## config.mk

```make
export PLATFORM = sky130hd
export DESIGN_NAME = eoc_top
export DESIGN_NICKNAME = d
export VERILOG_FILES = /design/src/eoc_pkg.sv /design/src/eoc_clk_path.sv /design/src/eoc_top.sv
export SDC_FILE = /design/constraint.sdc
export NUM_CORES = 1
export LEC_CHECK = 0
export BUFFER_PORTS_ARGS = -buffer_cell sky130_fd_sc_hd__buf_2
export CAP_MARGIN = 20
export CORE_UTILIZATION = 50
export CTS_BUF_LIST = sky130_fd_sc_hd__clkbuf_8
export CTS_CLUSTER_DIAMETER = 30
export DETAILED_ROUTE_END_ITERATION = 6
export GPL_ROUTABILITY_DRIVEN = 0
export HOLD_SLACK_MARGIN = 0.1
export PLACE_DENSITY = 0.89
export SYNTH_ARGS = -nofsm -noshare
export SYNTH_HDL_FRONTEND = slang
export SYNTH_SLANG_ARGS = --single-unit
```

## constraint.sdc

```tcl
create_clock -name clk -period 4.1 [get_ports clk]
set_clock_uncertainty 0.1 [all_clocks]
set_input_delay 0.615 -clock clk [delete_from_list [all_inputs] [get_ports clk]]
set_output_delay 0.615 -clock clk [all_outputs]
set_load 0.02 [all_outputs]
```

## src/eoc_pkg.sv

```systemverilog
// External oscillator control: shared constants, state type and mode decode.
// Assumes an 8-bit special-function register bus with address and page.
package eoc_pkg;

  // Register location and width
  localparam logic [7:0] SFR_ADDR_CTRL = 8'h9F; // Control register address
  localparam logic [7:0] SFR_PAGE_CTRL = 8'h0F; // Control register page
  localparam int DATA_W = 8;                      // Register width
  localparam logic [7:0] CTRL_RESET = 8'h00;     // Reset value, circuit off

  // Field positions
  localparam int VALID_BIT = 7;   // Crystal valid flag, read only
  localparam int MODE_MSB = 6;    // Mode field top
  localparam int MODE_LSB = 4;    // Mode field bottom
  localparam int UNUSED_BIT = 3;  // Always reads zero
  localparam int BAND_MSB = 2;    // Drive band top
  localparam int BAND_LSB = 0;    // Drive band bottom

  // Mode codes
  localparam logic [2:0] MODE_OFF = 3'h0;      // Circuit off
  localparam logic [2:0] MODE_RSVD = 3'h1;     // Unassigned, treated as off
  localparam logic [2:0] MODE_CMOS = 3'h2;     // External CMOS clock
  localparam logic [2:0] MODE_CMOS_D2 = 3'h3;  // CMOS clock divided by 2
  localparam logic [2:0] MODE_RC = 3'h4;       // RC oscillator
  localparam logic [2:0] MODE_CAP = 3'h5;      // Capacitor oscillator
  localparam logic [2:0] MODE_XTAL = 3'h6;     // Crystal oscillator
  localparam logic [2:0] MODE_XTAL_D2 = 3'h7;  // Crystal divided by 2

  // Pin synchroniser depth
  localparam int SYNC_W = 3;

  // Crystal qualification states, one-hot
  typedef enum logic [2:0] {
    XS_OFF = 3'h1,
    XS_START = 3'h2,
    XS_RUN = 3'h4
  } eoc_xstate_t;

  // Crystal modes are the codes 11x
  function automatic logic eocIsCrystal(input logic [2:0] mode);
    eocIsCrystal = (mode == MODE_XTAL) || (mode == MODE_XTAL_D2);
  endfunction

  // Modes with the divide-by-2 stage
  function automatic logic eocIsDiv2(input logic [2:0] mode);
    eocIsDiv2 = (mode == MODE_CMOS_D2) || (mode == MODE_XTAL_D2);
  endfunction

  // Any mode that powers the drive circuit
  function automatic logic eocIsOn(input logic [2:0] mode);
    eocIsOn = (mode != MODE_OFF) && (mode != MODE_RSVD);
  endfunction

endpackage

```

## src/eoc_clk_path.sv

```systemverilog
// External oscillator clock path: samples the oscillator pin level and
// passes it on, either undivided or halved by a toggle stage.
// Assumes the oscillator runs well below half the system clock rate.
`timescale 1ns/1ps
`default_nettype none
module eoc_clk_path
  import eoc_pkg::*;
(
  // Clock, reset, enable
  input wire logic clk,
  input wire logic rst_b,
  input wire logic ce,
  // Oscillator pin and control
  input wire logic oscPinRaw,
  input wire logic pathEnable,
  input wire logic pathDiv2,
  // Delivered clock
  output logic extClk
);

  logic [SYNC_W-1:0] sync_q, sync_d; // Three-stage pin synchroniser
  logic level_q, level_d;            // Filtered pin level
  logic extClk_q, extClk_d;          // Delivered clock register
  logic levelRise;                   // Filtered rising edge

  // Level changes only once stages two and three agree
  assign levelRise = (sync_q[2] == sync_q[1]) && sync_q[2] && !level_q;

  // Next-value logic
  always_comb begin
    sync_d = {sync_q[1:0], oscPinRaw};
    level_d = (sync_q[2] == sync_q[1]) ? sync_q[2] : level_q;
    if (!pathEnable) begin
      // Circuit off: hold low
      extClk_d = 1'b0;
    end else if (pathDiv2) begin
      // Toggle once per incoming period
      extClk_d = levelRise ? !extClk_q : extClk_q;
    end else begin
      // Undivided: follow the pin
      extClk_d = level_d;
    end
  end

  // Registers, frozen while ce is low
  always_ff @(posedge clk or negedge rst_b) begin
    if (!rst_b) begin
      sync_q <= '0;
      level_q <= 1'b0;
      extClk_q <= 1'b0;
    end else if (ce) begin
      sync_q <= sync_d;
      level_q <= level_d;
      extClk_q <= extClk_d;
    end
  end

  assign extClk = extClk_q;

  // Halving stage toggles on every incoming rising edge
  property p_div2Toggle;
    @(posedge clk) disable iff (!rst_b)
      ce && pathEnable && pathDiv2 && levelRise |=> extClk_q != $past(extClk_q);
  endproperty
  a_div2Toggle: assert property (p_div2Toggle) else $error("div2 missed toggle");

  // Halving stage holds between incoming rising edges
  property p_div2Hold;
    @(posedge clk) disable iff (!rst_b)
      ce && pathEnable && pathDiv2 && !levelRise |=> $stable(extClk_q);
  endproperty
  a_div2Hold: assert property (p_div2Hold) else $error("div2 toggled early");

  // Undivided path tracks the filtered level
  property p_passThrough;
    @(posedge clk) disable iff (!rst_b)
      ce && pathEnable && !pathDiv2 |=> extClk_q == level_q;
  endproperty
  a_passThrough: assert property (p_passThrough) else $error("clock not passed");

  // Halved clock actually toggles
  c_div2Run: cover property (@(posedge clk) disable iff (!rst_b)
    pathDiv2 && levelRise ##1 extClk_q);

endmodule
`default_nettype wire

```

## src/eoc_top.sv

```systemverilog
// External oscillator control block: the control register on the
// special-function bus, crystal qualification and clock delivery.
// Assumes the analog drive circuit and amplitude detector sit outside.
`timescale 1ns/1ps
`default_nettype none
module eoc_top
  import eoc_pkg::*;
(
  // Clock, reset, enable
  input wire logic clk,
  input wire logic rst_b,
  input wire logic ce,
  // Special-function register bus
  input wire logic [7:0] sfrAddr,
  input wire logic [7:0] sfrPage,
  input wire logic sfrWrEn,
  input wire logic [eoc_pkg::DATA_W-1:0] sfrWrData,
  input wire logic sfrRdEn,
  output logic [eoc_pkg::DATA_W-1:0] sfrRdData,
  // Analog oscillator interface
  input wire logic xtalStableRaw,
  input wire logic oscPinRaw,
  output logic [2:0] oscModeSelect,
  output logic [2:0] oscDriveBand,
  output logic oscCircuitEnable,
  // Status and pin claims
  output logic crystalValidFlag,
  output logic crystalPinInClaim,
  output logic crystalPinOutClaim,
  // Delivered external clock
  output logic extClk
);

  // Control fields
  logic [2:0] mode_q, mode_d;           // Oscillator mode field
  logic [2:0] band_q, band_d;           // Drive band field
  logic [DATA_W-1:0] rdData_q, rdData_d; // Registered read data
  // Amplitude detector synchroniser
  logic [SYNC_W-1:0] stSync_q, stSync_d; // Three-stage synchroniser
  logic stable_q, stable_d;              // Filtered stable level
  // Crystal qualification
  eoc_xstate_t xstate_q, xstate_d;       // Qualification state
  // Decode
  logic regHit;                          // Address and page match
  logic isXtal;                          // Current mode is crystal
  logic validNow;                        // Flag value this cycle
  logic [DATA_W-1:0] readWord;           // Assembled read value

  // Address and page decode
  assign regHit = (sfrAddr == SFR_ADDR_CTRL) && (sfrPage == SFR_PAGE_CTRL);
  assign isXtal = eocIsCrystal(mode_q);
  // Flag is set only in crystal modes after qualification
  assign validNow = isXtal && (xstate_q == XS_RUN);

  // Read value assembly
  always_comb begin
    readWord = '0;
    readWord[VALID_BIT] = validNow;
    readWord[MODE_MSB:MODE_LSB] = mode_q;
    readWord[UNUSED_BIT] = 1'b0;
    readWord[BAND_MSB:BAND_LSB] = band_q;
  end

  // Register file next values
  always_comb begin
    mode_d = mode_q;
    band_d = band_q;
    rdData_d = rdData_q;
    if (sfrWrEn && regHit) begin
      // Bits 7 and 3 are not stored
      mode_d = sfrWrData[MODE_MSB:MODE_LSB];
      band_d = sfrWrData[BAND_MSB:BAND_LSB];
    end
    if (sfrRdEn) begin
      // Unmapped reads return zero
      rdData_d = regHit ? readWord : '0;
    end
  end

  // Register file state
  always_ff @(posedge clk or negedge rst_b) begin
    if (!rst_b) begin
      // Everything off after reset
      mode_q <= CTRL_RESET[MODE_MSB:MODE_LSB];
      band_q <= CTRL_RESET[BAND_MSB:BAND_LSB];
      rdData_q <= CTRL_RESET;
    end else if (ce) begin
      mode_q <= mode_d;
      band_q <= band_d;
      rdData_q <= rdData_d;
    end
  end

  // Synchroniser and qualification next values
  always_comb begin
    stSync_d = {stSync_q[1:0], xtalStableRaw};
    // Change counts once stages two and three agree
    stable_d = (stSync_q[2] == stSync_q[1]) ? stSync_q[2] : stable_q;
    if (!eocIsOn(mode_q)) begin
      // Circuit off: forget old amplitude so a restart settles anew
      stSync_d = '0;
      stable_d = 1'b0;
    end
    xstate_d = xstate_q;
    case (xstate_q)
      XS_OFF: begin
        // Wait for a crystal mode
        if (isXtal) begin
          xstate_d = XS_START;
        end
      end
      XS_START: begin
        // Settling: flag stays low until amplitude is stable
        if (!isXtal) begin
          xstate_d = XS_OFF;
        end else if (stable_q) begin
          xstate_d = XS_RUN;
        end
      end
      XS_RUN: begin
        // Loss of amplitude or leaving the crystal modes drops the flag
        if (!isXtal) begin
          xstate_d = XS_OFF;
        end else if (!stable_q) begin
          xstate_d = XS_START;
        end
      end
      default: begin
        xstate_d = XS_OFF;
      end
    endcase
  end

  // Synchroniser and qualification state
  always_ff @(posedge clk or negedge rst_b) begin
    if (!rst_b) begin
      stSync_q <= '0;
      stable_q <= 1'b0;
      xstate_q <= XS_OFF;
    end else if (ce) begin
      stSync_q <= stSync_d;
      stable_q <= stable_d;
      xstate_q <= xstate_d;
    end
  end

  // Clock delivery path
  eoc_clk_path u_clkPath (
    .clk(clk),
    .rst_b(rst_b),
    .ce(ce),
    .oscPinRaw(oscPinRaw),
    .pathEnable(eocIsOn(mode_q)),
    .pathDiv2(eocIsDiv2(mode_q)),
    .extClk(extClk)
  );

  // Outputs from register state
  assign sfrRdData = rdData_q;
  assign oscModeSelect = mode_q;
  assign oscDriveBand = band_q;
  assign oscCircuitEnable = eocIsOn(mode_q);
  assign crystalValidFlag = validNow;
  assign crystalPinInClaim = isXtal;
  assign crystalPinOutClaim = eocIsOn(mode_q);

  // Mapped write updates the mode field
  property p_modeWrite;
    @(posedge clk) disable iff (!rst_b)
      ce && sfrWrEn && regHit |=> mode_q == $past(sfrWrData[MODE_MSB:MODE_LSB]);
  endproperty
  a_modeWrite: assert property (p_modeWrite) else $error("mode not written");

  // Writes elsewhere leave the register alone
  property p_missWrite;
    @(posedge clk) disable iff (!rst_b)
      ce && sfrWrEn && !regHit |=> $stable(mode_q) && $stable(band_q);
  endproperty
  a_missWrite: assert property (p_missWrite) else $error("stray write took");

  // Mapped write updates the drive band
  property p_bandWrite;
    @(posedge clk) disable iff (!rst_b)
      ce && sfrWrEn && regHit |=> band_q == $past(sfrWrData[BAND_MSB:BAND_LSB]);
  endproperty
  a_bandWrite: assert property (p_bandWrite) else $error("band not written");

  // Read returns band and mode one cycle later
  property p_readBack;
    @(posedge clk) disable iff (!rst_b)
      ce && sfrRdEn && regHit |=>
        sfrRdData[BAND_MSB:BAND_LSB] == $past(band_q) &&
        sfrRdData[MODE_MSB:MODE_LSB] == $past(mode_q);
  endproperty
  a_readBack: assert property (p_readBack) else $error("read data wrong");

  // Unused bit never reads as one
  property p_unusedZero;
    @(posedge clk) disable iff (!rst_b)
      sfrRdData[UNUSED_BIT] == 1'b0;
  endproperty
  a_unusedZero: assert property (p_unusedZero) else $error("unused bit set");

  // Flag only in crystal modes, and only after stable amplitude
  property p_flagCause;
    @(posedge clk) disable iff (!rst_b)
      $rose(crystalValidFlag) |-> isXtal && $past(stable_q);
  endproperty
  a_flagCause: assert property (p_flagCause) else $error("flag without cause");

  // Flag reads back through the bus
  property p_flagRead;
    @(posedge clk) disable iff (!rst_b)
      ce && sfrRdEn && regHit |=> sfrRdData[VALID_BIT] == $past(validNow);
  endproperty
  a_flagRead: assert property (p_flagRead) else $error("flag read wrong");

  // Pin claims follow the mode
  property p_pinClaim;
    @(posedge clk) disable iff (!rst_b)
      crystalPinInClaim == (mode_q[2] && mode_q[1]) &&
      crystalPinOutClaim == (mode_q != MODE_OFF && mode_q != MODE_RSVD);
  endproperty
  a_pinClaim: assert property (p_pinClaim) else $error("pin claim wrong");

  // Scenarios of interest
  c_xtalRun: cover property (@(posedge clk) disable iff (!rst_b)
    xstate_q == XS_START ##[1:20] xstate_q == XS_RUN);
  c_regWrite: cover property (@(posedge clk) disable iff (!rst_b)
    ce && sfrWrEn && regHit ##1 ce && sfrRdEn && regHit);
  c_flagDrop: cover property (@(posedge clk) disable iff (!rst_b)
    crystalValidFlag ##1 !crystalValidFlag);

endmodule
`default_nettype wire

```

==> summary.md, run 1 <==
| Metric | Value |
|---|---|
| Slew margin rel. | `0.631` |
| PwrDens | `311 nW/um^2` |
| Largest stage delay on the critical path | `0.53 ns` |
| Pleak | `0.747 nW` |
| Top post-synthesis cells by area | `dfrtp_1, mux2_4, a22o_1` |
| Vias | `928` |
| CTS tree | `built` |
| Placed Instances | `170` |
| Register area share after synthesis | `0.531` |
| Postcts setup bufs | `0` |
| Synth Register Bits | `25` |
| Post-Synthesis Cells | `102` |
| Syn nets | `134` |
| Most frequent cells in the layout | `buf_2, dfrtp_1, nand2_1` |
| Port Buf Inserts | `46` |
| Max VDD drop | `between 0.00015 and 0.0002 V` |
| Crit path from | `sfrAddr[5]` |
| Slowest cell on crit path | `or4b_1` |
| Worst hold-check path type | `primary input to async pin` |
| Post-Layout Cell Count | `174` |
| CP Cell Sequence | `buf_2 > or4b_1 > nor4_2 > and3_1 > mux2_4` |
| CTS clk-pin slew, worst paths | `0.08 ns` |
| Most common cell after layout, fill and taps aside | `buf_2` |
| Initial drt markers | `16` |
| Die X-Extent | `50.6 um` |
| Initial Util | `0.534` |
| Post-cts resize count | `0` |
| Total CTS buffers | `3` |
| Startpoint Class | `primary input` |
| Vias in the first global route | `a little under 900` |
| Layout area overhead | `23.0%` |
| Count of different cell masters after synthesis | `33` |
| Worst r2r path cells | `3` |
| Drt pass-1 iters | `4` |
| Antenna violations before repair | `0` |
| Final Cycle Share | `0.560` |
| Reg-to-Reg Start | `u_clkPath.sync_q[2]` |
| Die area | `approximately 2600 sq um` |
| CP endpoint kind | `flop` |
| CP Max Fanout | `6` |
| CP bufs+invs | `1` |
| Max Slew Vio Count | `0` |
| Mean Syn Cell Area | `~12 sq um` |
| Mapped Area | `1180 sq um` |
| Gr ovfl total | `0` |
| Post-route ant nets | `0` |
| Post-synth ARST share | `1.00` |
| Area share of the largest cell type after synthesis | `0.508` |
| Worst Path Required | `between 4 and 5 ns` |
| Tightest Pin Transition | `0.554 ns` |
| Share of layout cells above drive strength 1 | `0.397` |
| Row cnt | `17` |
| H-tree levels | `1` |
| Max cap viols | `0` |
| Clock root buffer | `clkbuf_8` |
| Die H | `50.6 um` |
| Core area | `2210 sq um` |
| CTS Hold Bufs | `0` |
| Status | `complete, no violations` |
| DRC | `0` |
| GRT Util Overall | `0.200` |
| Clock buffer depth | `2` |
| Setup TNS Final | `0 ns` |
| Stages on worst setup path | `5` |
| I/O pin total | `50` |
| Family with the most delay on the worst path | `simple AND/OR/NAND/NOR gates` |
| Core Util, Final | `0.657` |
| Worst-skew pair later-pin latency | `between 0.2 and 0.3 ns` |
| WL per Instance | `13.4 um` |
| Pre-CTS WS | `1.53 ns` |
| Nets | `roughly 180` |
| EDFF count, synth | `0` |
| Post-synth top area cell | `dfrtp_1` |
| WL final | `roughly 2.3 mm` |
| Diode count | `0` |
| FMAX | `436 MHz` |
| Hold Vio Cnt, Final | `0` |
| Final Setup Violations | `0` |
| RSZ-0062 raised after global routing | `false` |
| Warning count from the yosys run | `0` |
| CTS Sinks | `25` |
| Largest net degree at the start of global routing | `26` |
| First-pass GRT wire length | `around 3.8 mm` |
| DR vias/cell | `5.33` |
| Tmin final | `2.29 ns` |
| Arrival time worst endpoint | `2.34 ns` |
| Final Worst Setup Slack | `between 1.5 and 2 ns` |
| Main synth FF type | `dfrtp_1` |
| DP HPWL | `roughly 1.8 mm` |
| WS Path Type | `primary input to flop` |
-- registers in the layout, indices dropped and copies added, names as in the netlist --
register / count
u_clkPath.extClk: 1
oscModeSelect: 3
stable_q: 1
xstate_q: 3
oscDriveBand: 3
u_clkPath.level_q: 1
stSync_q: 3
sfrRdData: 7
u_clkPath.sync_q: 3
-- path summary, 6_finish.rpt --
path | to | slack [ns]
hold reg to reg | u_clkPath.sync_q[1] | 0.40
setup / recovery | oscDriveBand[2] | 1.81
max in group asynchronous | xstate_q[0] | 3.30
min in group clk | u_clkPath.sync_q[1] | 0.40
setup reg to reg | u_clkPath.level_q | 2.62
hold / removal | u_clkPath.extClk | 0.23
-- worst reg2reg max path, stage by stage, from the launching register on --
cell and delay, ns:
dfrtp_1 0.42, ha_1 0.33, nor2b_1 0.18, mux2_1 0.34
-- through the flow --
step	power [mW]	area [sq um]	hold slack, ns
final	0.452	1450	0.232
after global routing	0.475	1450	0.270
after CTS	0.456	1450	0.245
after detailed placement	0.317	1410	0.384
after global placement	0.313	1410	0.364
after floorplan	0.293	1180	0.219
-- layer usage --
layer	wire (um)	GRT usage	share of wire
met5	0	0	0
met4	5	0.0556	0.0021
met3	118	0.0303	0.051
met2	1160	0.349	0.50
met1	1050	0.256	0.45
-- where the power goes --
group / internal (mW) / switching [mW] / leakage, nW
registers: 0.256 / 0.00828 / 0.337
clock network: 0.0668 / 0.0718 / 0.0269
logic: 0.0249 / 0.0244 / 0.383
-- synthesized netlist by cell type (2+ instances only) --
library cell,n
a21oi_1,2
a22o_1,7
buf_4,2
clkbuf_1,2
dfrtp_1,24
inv_1,7
mux2_1,4
mux2_4,6
mux2i_1,2
nand2_1,9
nand3_1,3
nand4_1,2
nor2_1,2
nor2b_1,4
o21ai_1,4
o22ai_1,4
or4b_1,2
-- area by class of cell --
| class | instances | area (sq um) |
|---|---|---|
| clock buffers | 3 | 41.3 |
| clock inverters | 1 | 3.75 |
| fillers | 193 | 759 |
| inverters | 7 | 26.3 |
| multi-input cells | 64 | 489 |
| flip-flops and latches | 25 | 627 |
| well taps | 28 | 35.0 |
| repair buffers | 46 | 230 |
-- cell families after synthesis --
family          count (synthesis)  synth area share
flops                          25             0.531
simple gates                   27             0.129
other cells                     1           0.00317
compound gates                 22             0.130
mux                            13             0.141
fa+ha+maj                       1            0.0106
buf+inv                        13            0.0551
Power figures use the tool's default switching activity.
==> inputs of run 2 (changes only) <==
--- a/config.mk
+++ b/config.mk
@@ -5,6 +5,7 @@
 export SDC_FILE = /design/constraint.sdc
 export NUM_CORES = 1
 export LEC_CHECK = 0
+export ABC_AREA = 1
 export BUFFER_PORTS_ARGS = -buffer_cell sky130_fd_sc_hd__buf_2
 export CAP_MARGIN = 20
 export CORE_UTILIZATION = 50
@@ -13,7 +14,7 @@
 export DETAILED_ROUTE_END_ITERATION = 6
 export GPL_ROUTABILITY_DRIVEN = 0
 export HOLD_SLACK_MARGIN = 0.1
-export PLACE_DENSITY = 0.89
+export PLACE_DENSITY = 0.87
 export SYNTH_ARGS = -nofsm -noshare
 export SYNTH_HDL_FRONTEND = slang
 export SYNTH_SLANG_ARGS = --single-unit
==> constraint.sdc (replaced) <==
create_clock -name clk -period 2.4 [get_ports clk]
set_clock_uncertainty 0.1 [all_clocks]
set_input_delay 0.36 -clock clk [delete_from_list [all_inputs] [get_ports clk]]
set_output_delay 0.36 -clock clk [all_outputs]
set_load 0.02 [all_outputs]
==> run 2 against run 1 <==
Global-route usage grew 0.59 points. Register-to-register slack worse by 1.7 ns. Wire length rose by 11%. Combinational power rose to 3.6 times the previous value. Power up 99%. Critical endpoint is now crystalValidFlag. Highest routed layer unchanged.
==> summary.md, run 2 <==
| Metric | Value |
|---|---|
| Status | `complete, no violations` |
| Logic pwr share | `0.199 (+0.090)` |
| Count of different cell masters after synthesis | `24 (-27%)` |
| CTS Sinks | `25 (unchanged)` |
| Post-synth top area cell | `dfrtp_1` |
| Filler cells | `207 (+7.3%)` |
| Die area | `2850 sq um (+11%)` |
| Hold Vio Cnt, Final | `0 (unchanged)` |
| Tmin final | `1.74 ns` |
| Max VDD drop | `0.000372 V (+99%)` |
| CTS tree | `built` |
| Worst Path Required | `1.94 ns (-2.21 ns)` |
| Post-Layout Cell Count | `252 (+45%)` |
| Synth Area in XOR/XNOR | `0 (unchanged)` |
| EDFF count, synth | `0 (unchanged)` |
| Diode count | `0 (unchanged)` |
| WL final | `2.58 mm (+11%)` |
| Share of total power in the clock network | `0.266 (-0.041)` |
| Port Buf Inserts | `46 (unchanged)` |
| Main combinational cell family by area after synthesis | `simple AND/OR/NAND/NOR gates` |
| Max cap viols | `0 (unchanged)` |
| Post-synth ARST share | `1.00 (unchanged)` |
| Multiplexer share of the synthesized area | `0 (-0.141)` |
| Pleak | `0.938 nW (+26%)` |
| RSZ-0062 raised after global routing | `false` |
| P_int | `0.637 mW (+83%)` |
| Reg power frac | `0.535 (-0.049)` |
| Tightest Pin Transition | `0.546 ns (-0.00757 ns)` |
| WL per Instance | `10.2 um (-23%)` |
| CTS clk-pin slew, worst paths | `0.08 ns (about the same)` |
| Mean Syn Cell Area | `7.59 sq um (-34%)` |
| Drt pass-1 iters | `4 (unchanged)` |
| CP endpoint kind | `output pin` |
| Post-Synthesis Cells | `174 (+71%)` |
| Main synth FF type | `dfrtp_1` |
| Vias in the first global route | `1,014 (+15%)` |
| WS Path Type | `flop to output pin` |
| Arrival time worst endpoint | `1.28 ns (-1.06 ns)` |
| CP Cell Sequence | `nand2_2 > nor2_1 > buf_2` |
| Synth Register Bits | `25 (unchanged)` |
| Post-route ant nets | `0 (unchanged)` |
| Most instantiated cells after synthesis | `nand2_1, dfrtp_1, nor2_1, inv_1, o21ai_1` |
| Register area share after synthesis | `0.474 (-0.0563)` |
| Max Slew Vio Count | `0 (unchanged)` |
| Final Power | `0.899 mW (+99%)` |
| First-pass GRT wire length | `4.18 mm (+8.8%)` |
| Startpoint Class | `flop` |
| PwrDens | `554 nW/um^2 (+78%)` |
| Vias | `1,238 (+33%)` |
| Die H | `53.4 um (+5.5%)` |
| Clock root buffer | `clkbuf_8` |
| DP HPWL | `1.94 mm (+7.9%)` |
| FF/Latch Area | `627 sq um (unchanged)` |
| Setup TNS Final | `0 ns (unchanged)` |
| Switching power share of the total | `0.292 (+0.0605)` |
| Mapped Area | `1320 sq um (+12%)` |
| Reg2reg setup slack | `0.97 ns (-1.65 ns)` |
| Final Worst Setup Slack | `0.659 ns (-1.15 ns)` |
| Postcts setup bufs | `0 (unchanged)` |
| Total CTS buffers | `3 (unchanged)` |
| Final Setup Violations | `0 (unchanged)` |
| Area share of the largest cell type after synthesis | `0.455 (-0.0539)` |
| Syn nets | `206 (+54%)` |
| Initial Util | `0.533 (-0.000603)` |
| Slew margin rel. | `0.636 (+0.00505)` |
| DRC | `0 (unchanged)` |
| Synth Area in Adders | `0.00947 (-0.00112)` |
| Most common cell after layout, fill and taps aside | `nand2_1` |
| CP Max Fanout | `8 (+2)` |
| H-tree levels | `1 (unchanged)` |
| Compound-gate portion of the synthesized area | `0.0777 (-0.0526)` |
| Gr ovfl total | `0 (unchanged)` |
| I/O pin total | `50 (unchanged)` |
| Warning count from the yosys run | `0 (unchanged)` |
| Die X-Extent | `53.4 um (+5.5%)` |
| Most common cell in the netlist | `nand2_1` |
| Largest net degree at the start of global routing | `26 (unchanged)` |
| Largest register FFs | `7 (unchanged)` |
| Pre-CTS WS | `0.954 ns (-0.573 ns)` |
| Initial drt markers | `32 (+16)` |
| FMAX | `575 MHz` |
| GRT Util Overall | `0.206 (+0.00592)` |
| DR vias/cell | `4.91 (-7.9%)` |
| Row cnt | `18 (+1)` |
| Worst hold-check path type | `primary input to flop` |
| Multi-input logic area | `596 sq um (+22%)` |
| Simple-Gate Fraction of Synth Area | `0.361 (+0.232)` |
| Clock buffer depth | `2 (unchanged)` |
| Worst-skew pair later-pin latency | `0.26 ns (about the same)` |
| Layout area overhead | `22.9% (about the same)` |
| Slowest cell on crit path | `dfrtp_1` |
| Top post-synthesis cells by area | `dfrtp_1, nand2_1, nor2_1` |
| Most frequent cells in the layout | `nand2_1, buf_2, dfrtp_1` |
| Largest stage delay on the critical path | `0.50 ns (-0.03 ns)` |
| Placed Instances | `247 (+45%)` |
| Nets | `255 (+42%)` |
| Share of layout cells above drive strength 1 | `0.284 (-0.113)` |
| Switching pwr | `0.262 mW (+150%)` |
| Antenna violations before repair | `0 (unchanged)` |
| Core area | `2480 sq um (+12%)` |
| Final Cycle Share | `0.725` |
-- run 2: changes by cell type after synthesis, moves of 4 or more --
cell,change
nand2_1,+49
nor2_1,+16
inv_1,+9
a22o_1,-7
o21ai_1,+7
mux2_4,-6
nand3_1,+6
nand4_1,+6
o21ai_0,+6
inv_2,+5
mux2_1,-4
nor2b_1,-4
o22ai_1,-4
-- run 2: path summary, 6_finish.rpt --
path,end,depth (start not counted),startpoint
setup / recovery,crystalValidFlag,3,oscModeSelect[1]
hold / removal,u_clkPath.sync_q[0],3,oscPinRaw
setup reg to reg,u_clkPath.extClk,6,u_clkPath.sync_q[1]
hold reg to reg,oscDriveBand[1],2,oscDriveBand[1]
max in group asynchronous,xstate_q[0],2,rst_b
min in group asynchronous,stSync_q[2],2,rst_b
-- run 2: through the flow --
step                instance area, sq um  hold WS (ns)  utilization
finish                              1620         0.201        0.656
global route                        1620         0.199        0.656
CTS                                 1620         0.199        0.656
detailed placement                  1570         0.277        0.633
global placement                    1570         0.277        0.633
floorplan                           1320       -0.0356            -
-- run 2: area by class of cell --
| cell class | count | area share |
|---|---|---|
| Sequential cell | 25 | 0.386 |
| Multi-Input combinational cell | 125 | 0.367 |
| Timing Repair Buffer | 47 | 0.148 |
| Inverter | 21 | 0.0485 |
| Clock buffer | 3 | 0.0254 |
| Tap cell | 30 | 0.0231 |
| Clock inverter | 1 | 0.00231 |
-- run 2: layer usage --
metal,track usage,vias to the layer above,share of wire
met4,0.0833,0,0.017
met5,0,-,0
met2,0.327,40,0.47
li1,-,645,-
met3,0.0374,5,0.046
met1,0.272,548,0.47
-- run 2: timing repair --
action                    4_1_cts  5_1_grt
hold endpoints to repair       24        0
gates resized for setup         0        0
hold buffers                    1        0
-- run 2: logic make-up (layout without fill, tap and decap cells) --
family,count (synthesis),count (layout)
AOI/OAI and AO/OA,20,20
adders and majority gates,1,1
buffers and inverters,24,72
DFF,25,25
other,1,1
and+or+nand+nor,103,103
-- run 2: power by group through the flow --
| stage | sequential (mW) | combinational (mW) | clock (mW) |
|---|---|---|---|
| final | 0.482 | 0.179 | 0.239 |
| after global routing | 0.485 | 0.201 | 0.264 |
| after CTS | 0.481 | 0.179 | 0.246 |
| after detailed placement | 0.490 | 0.177 | 0 |
| after global placement | 0.489 | 0.172 | 0 |
| after floorplan | 0.482 | 0.127 | 0 |
-- run 2: critical path: cells and delay by family (launching register included) --
family                 cells  cell delay, ns
flip-flops                 1            0.50
AND/OR/NAND/NOR            2            0.33
buffers and inverters      1            0.18
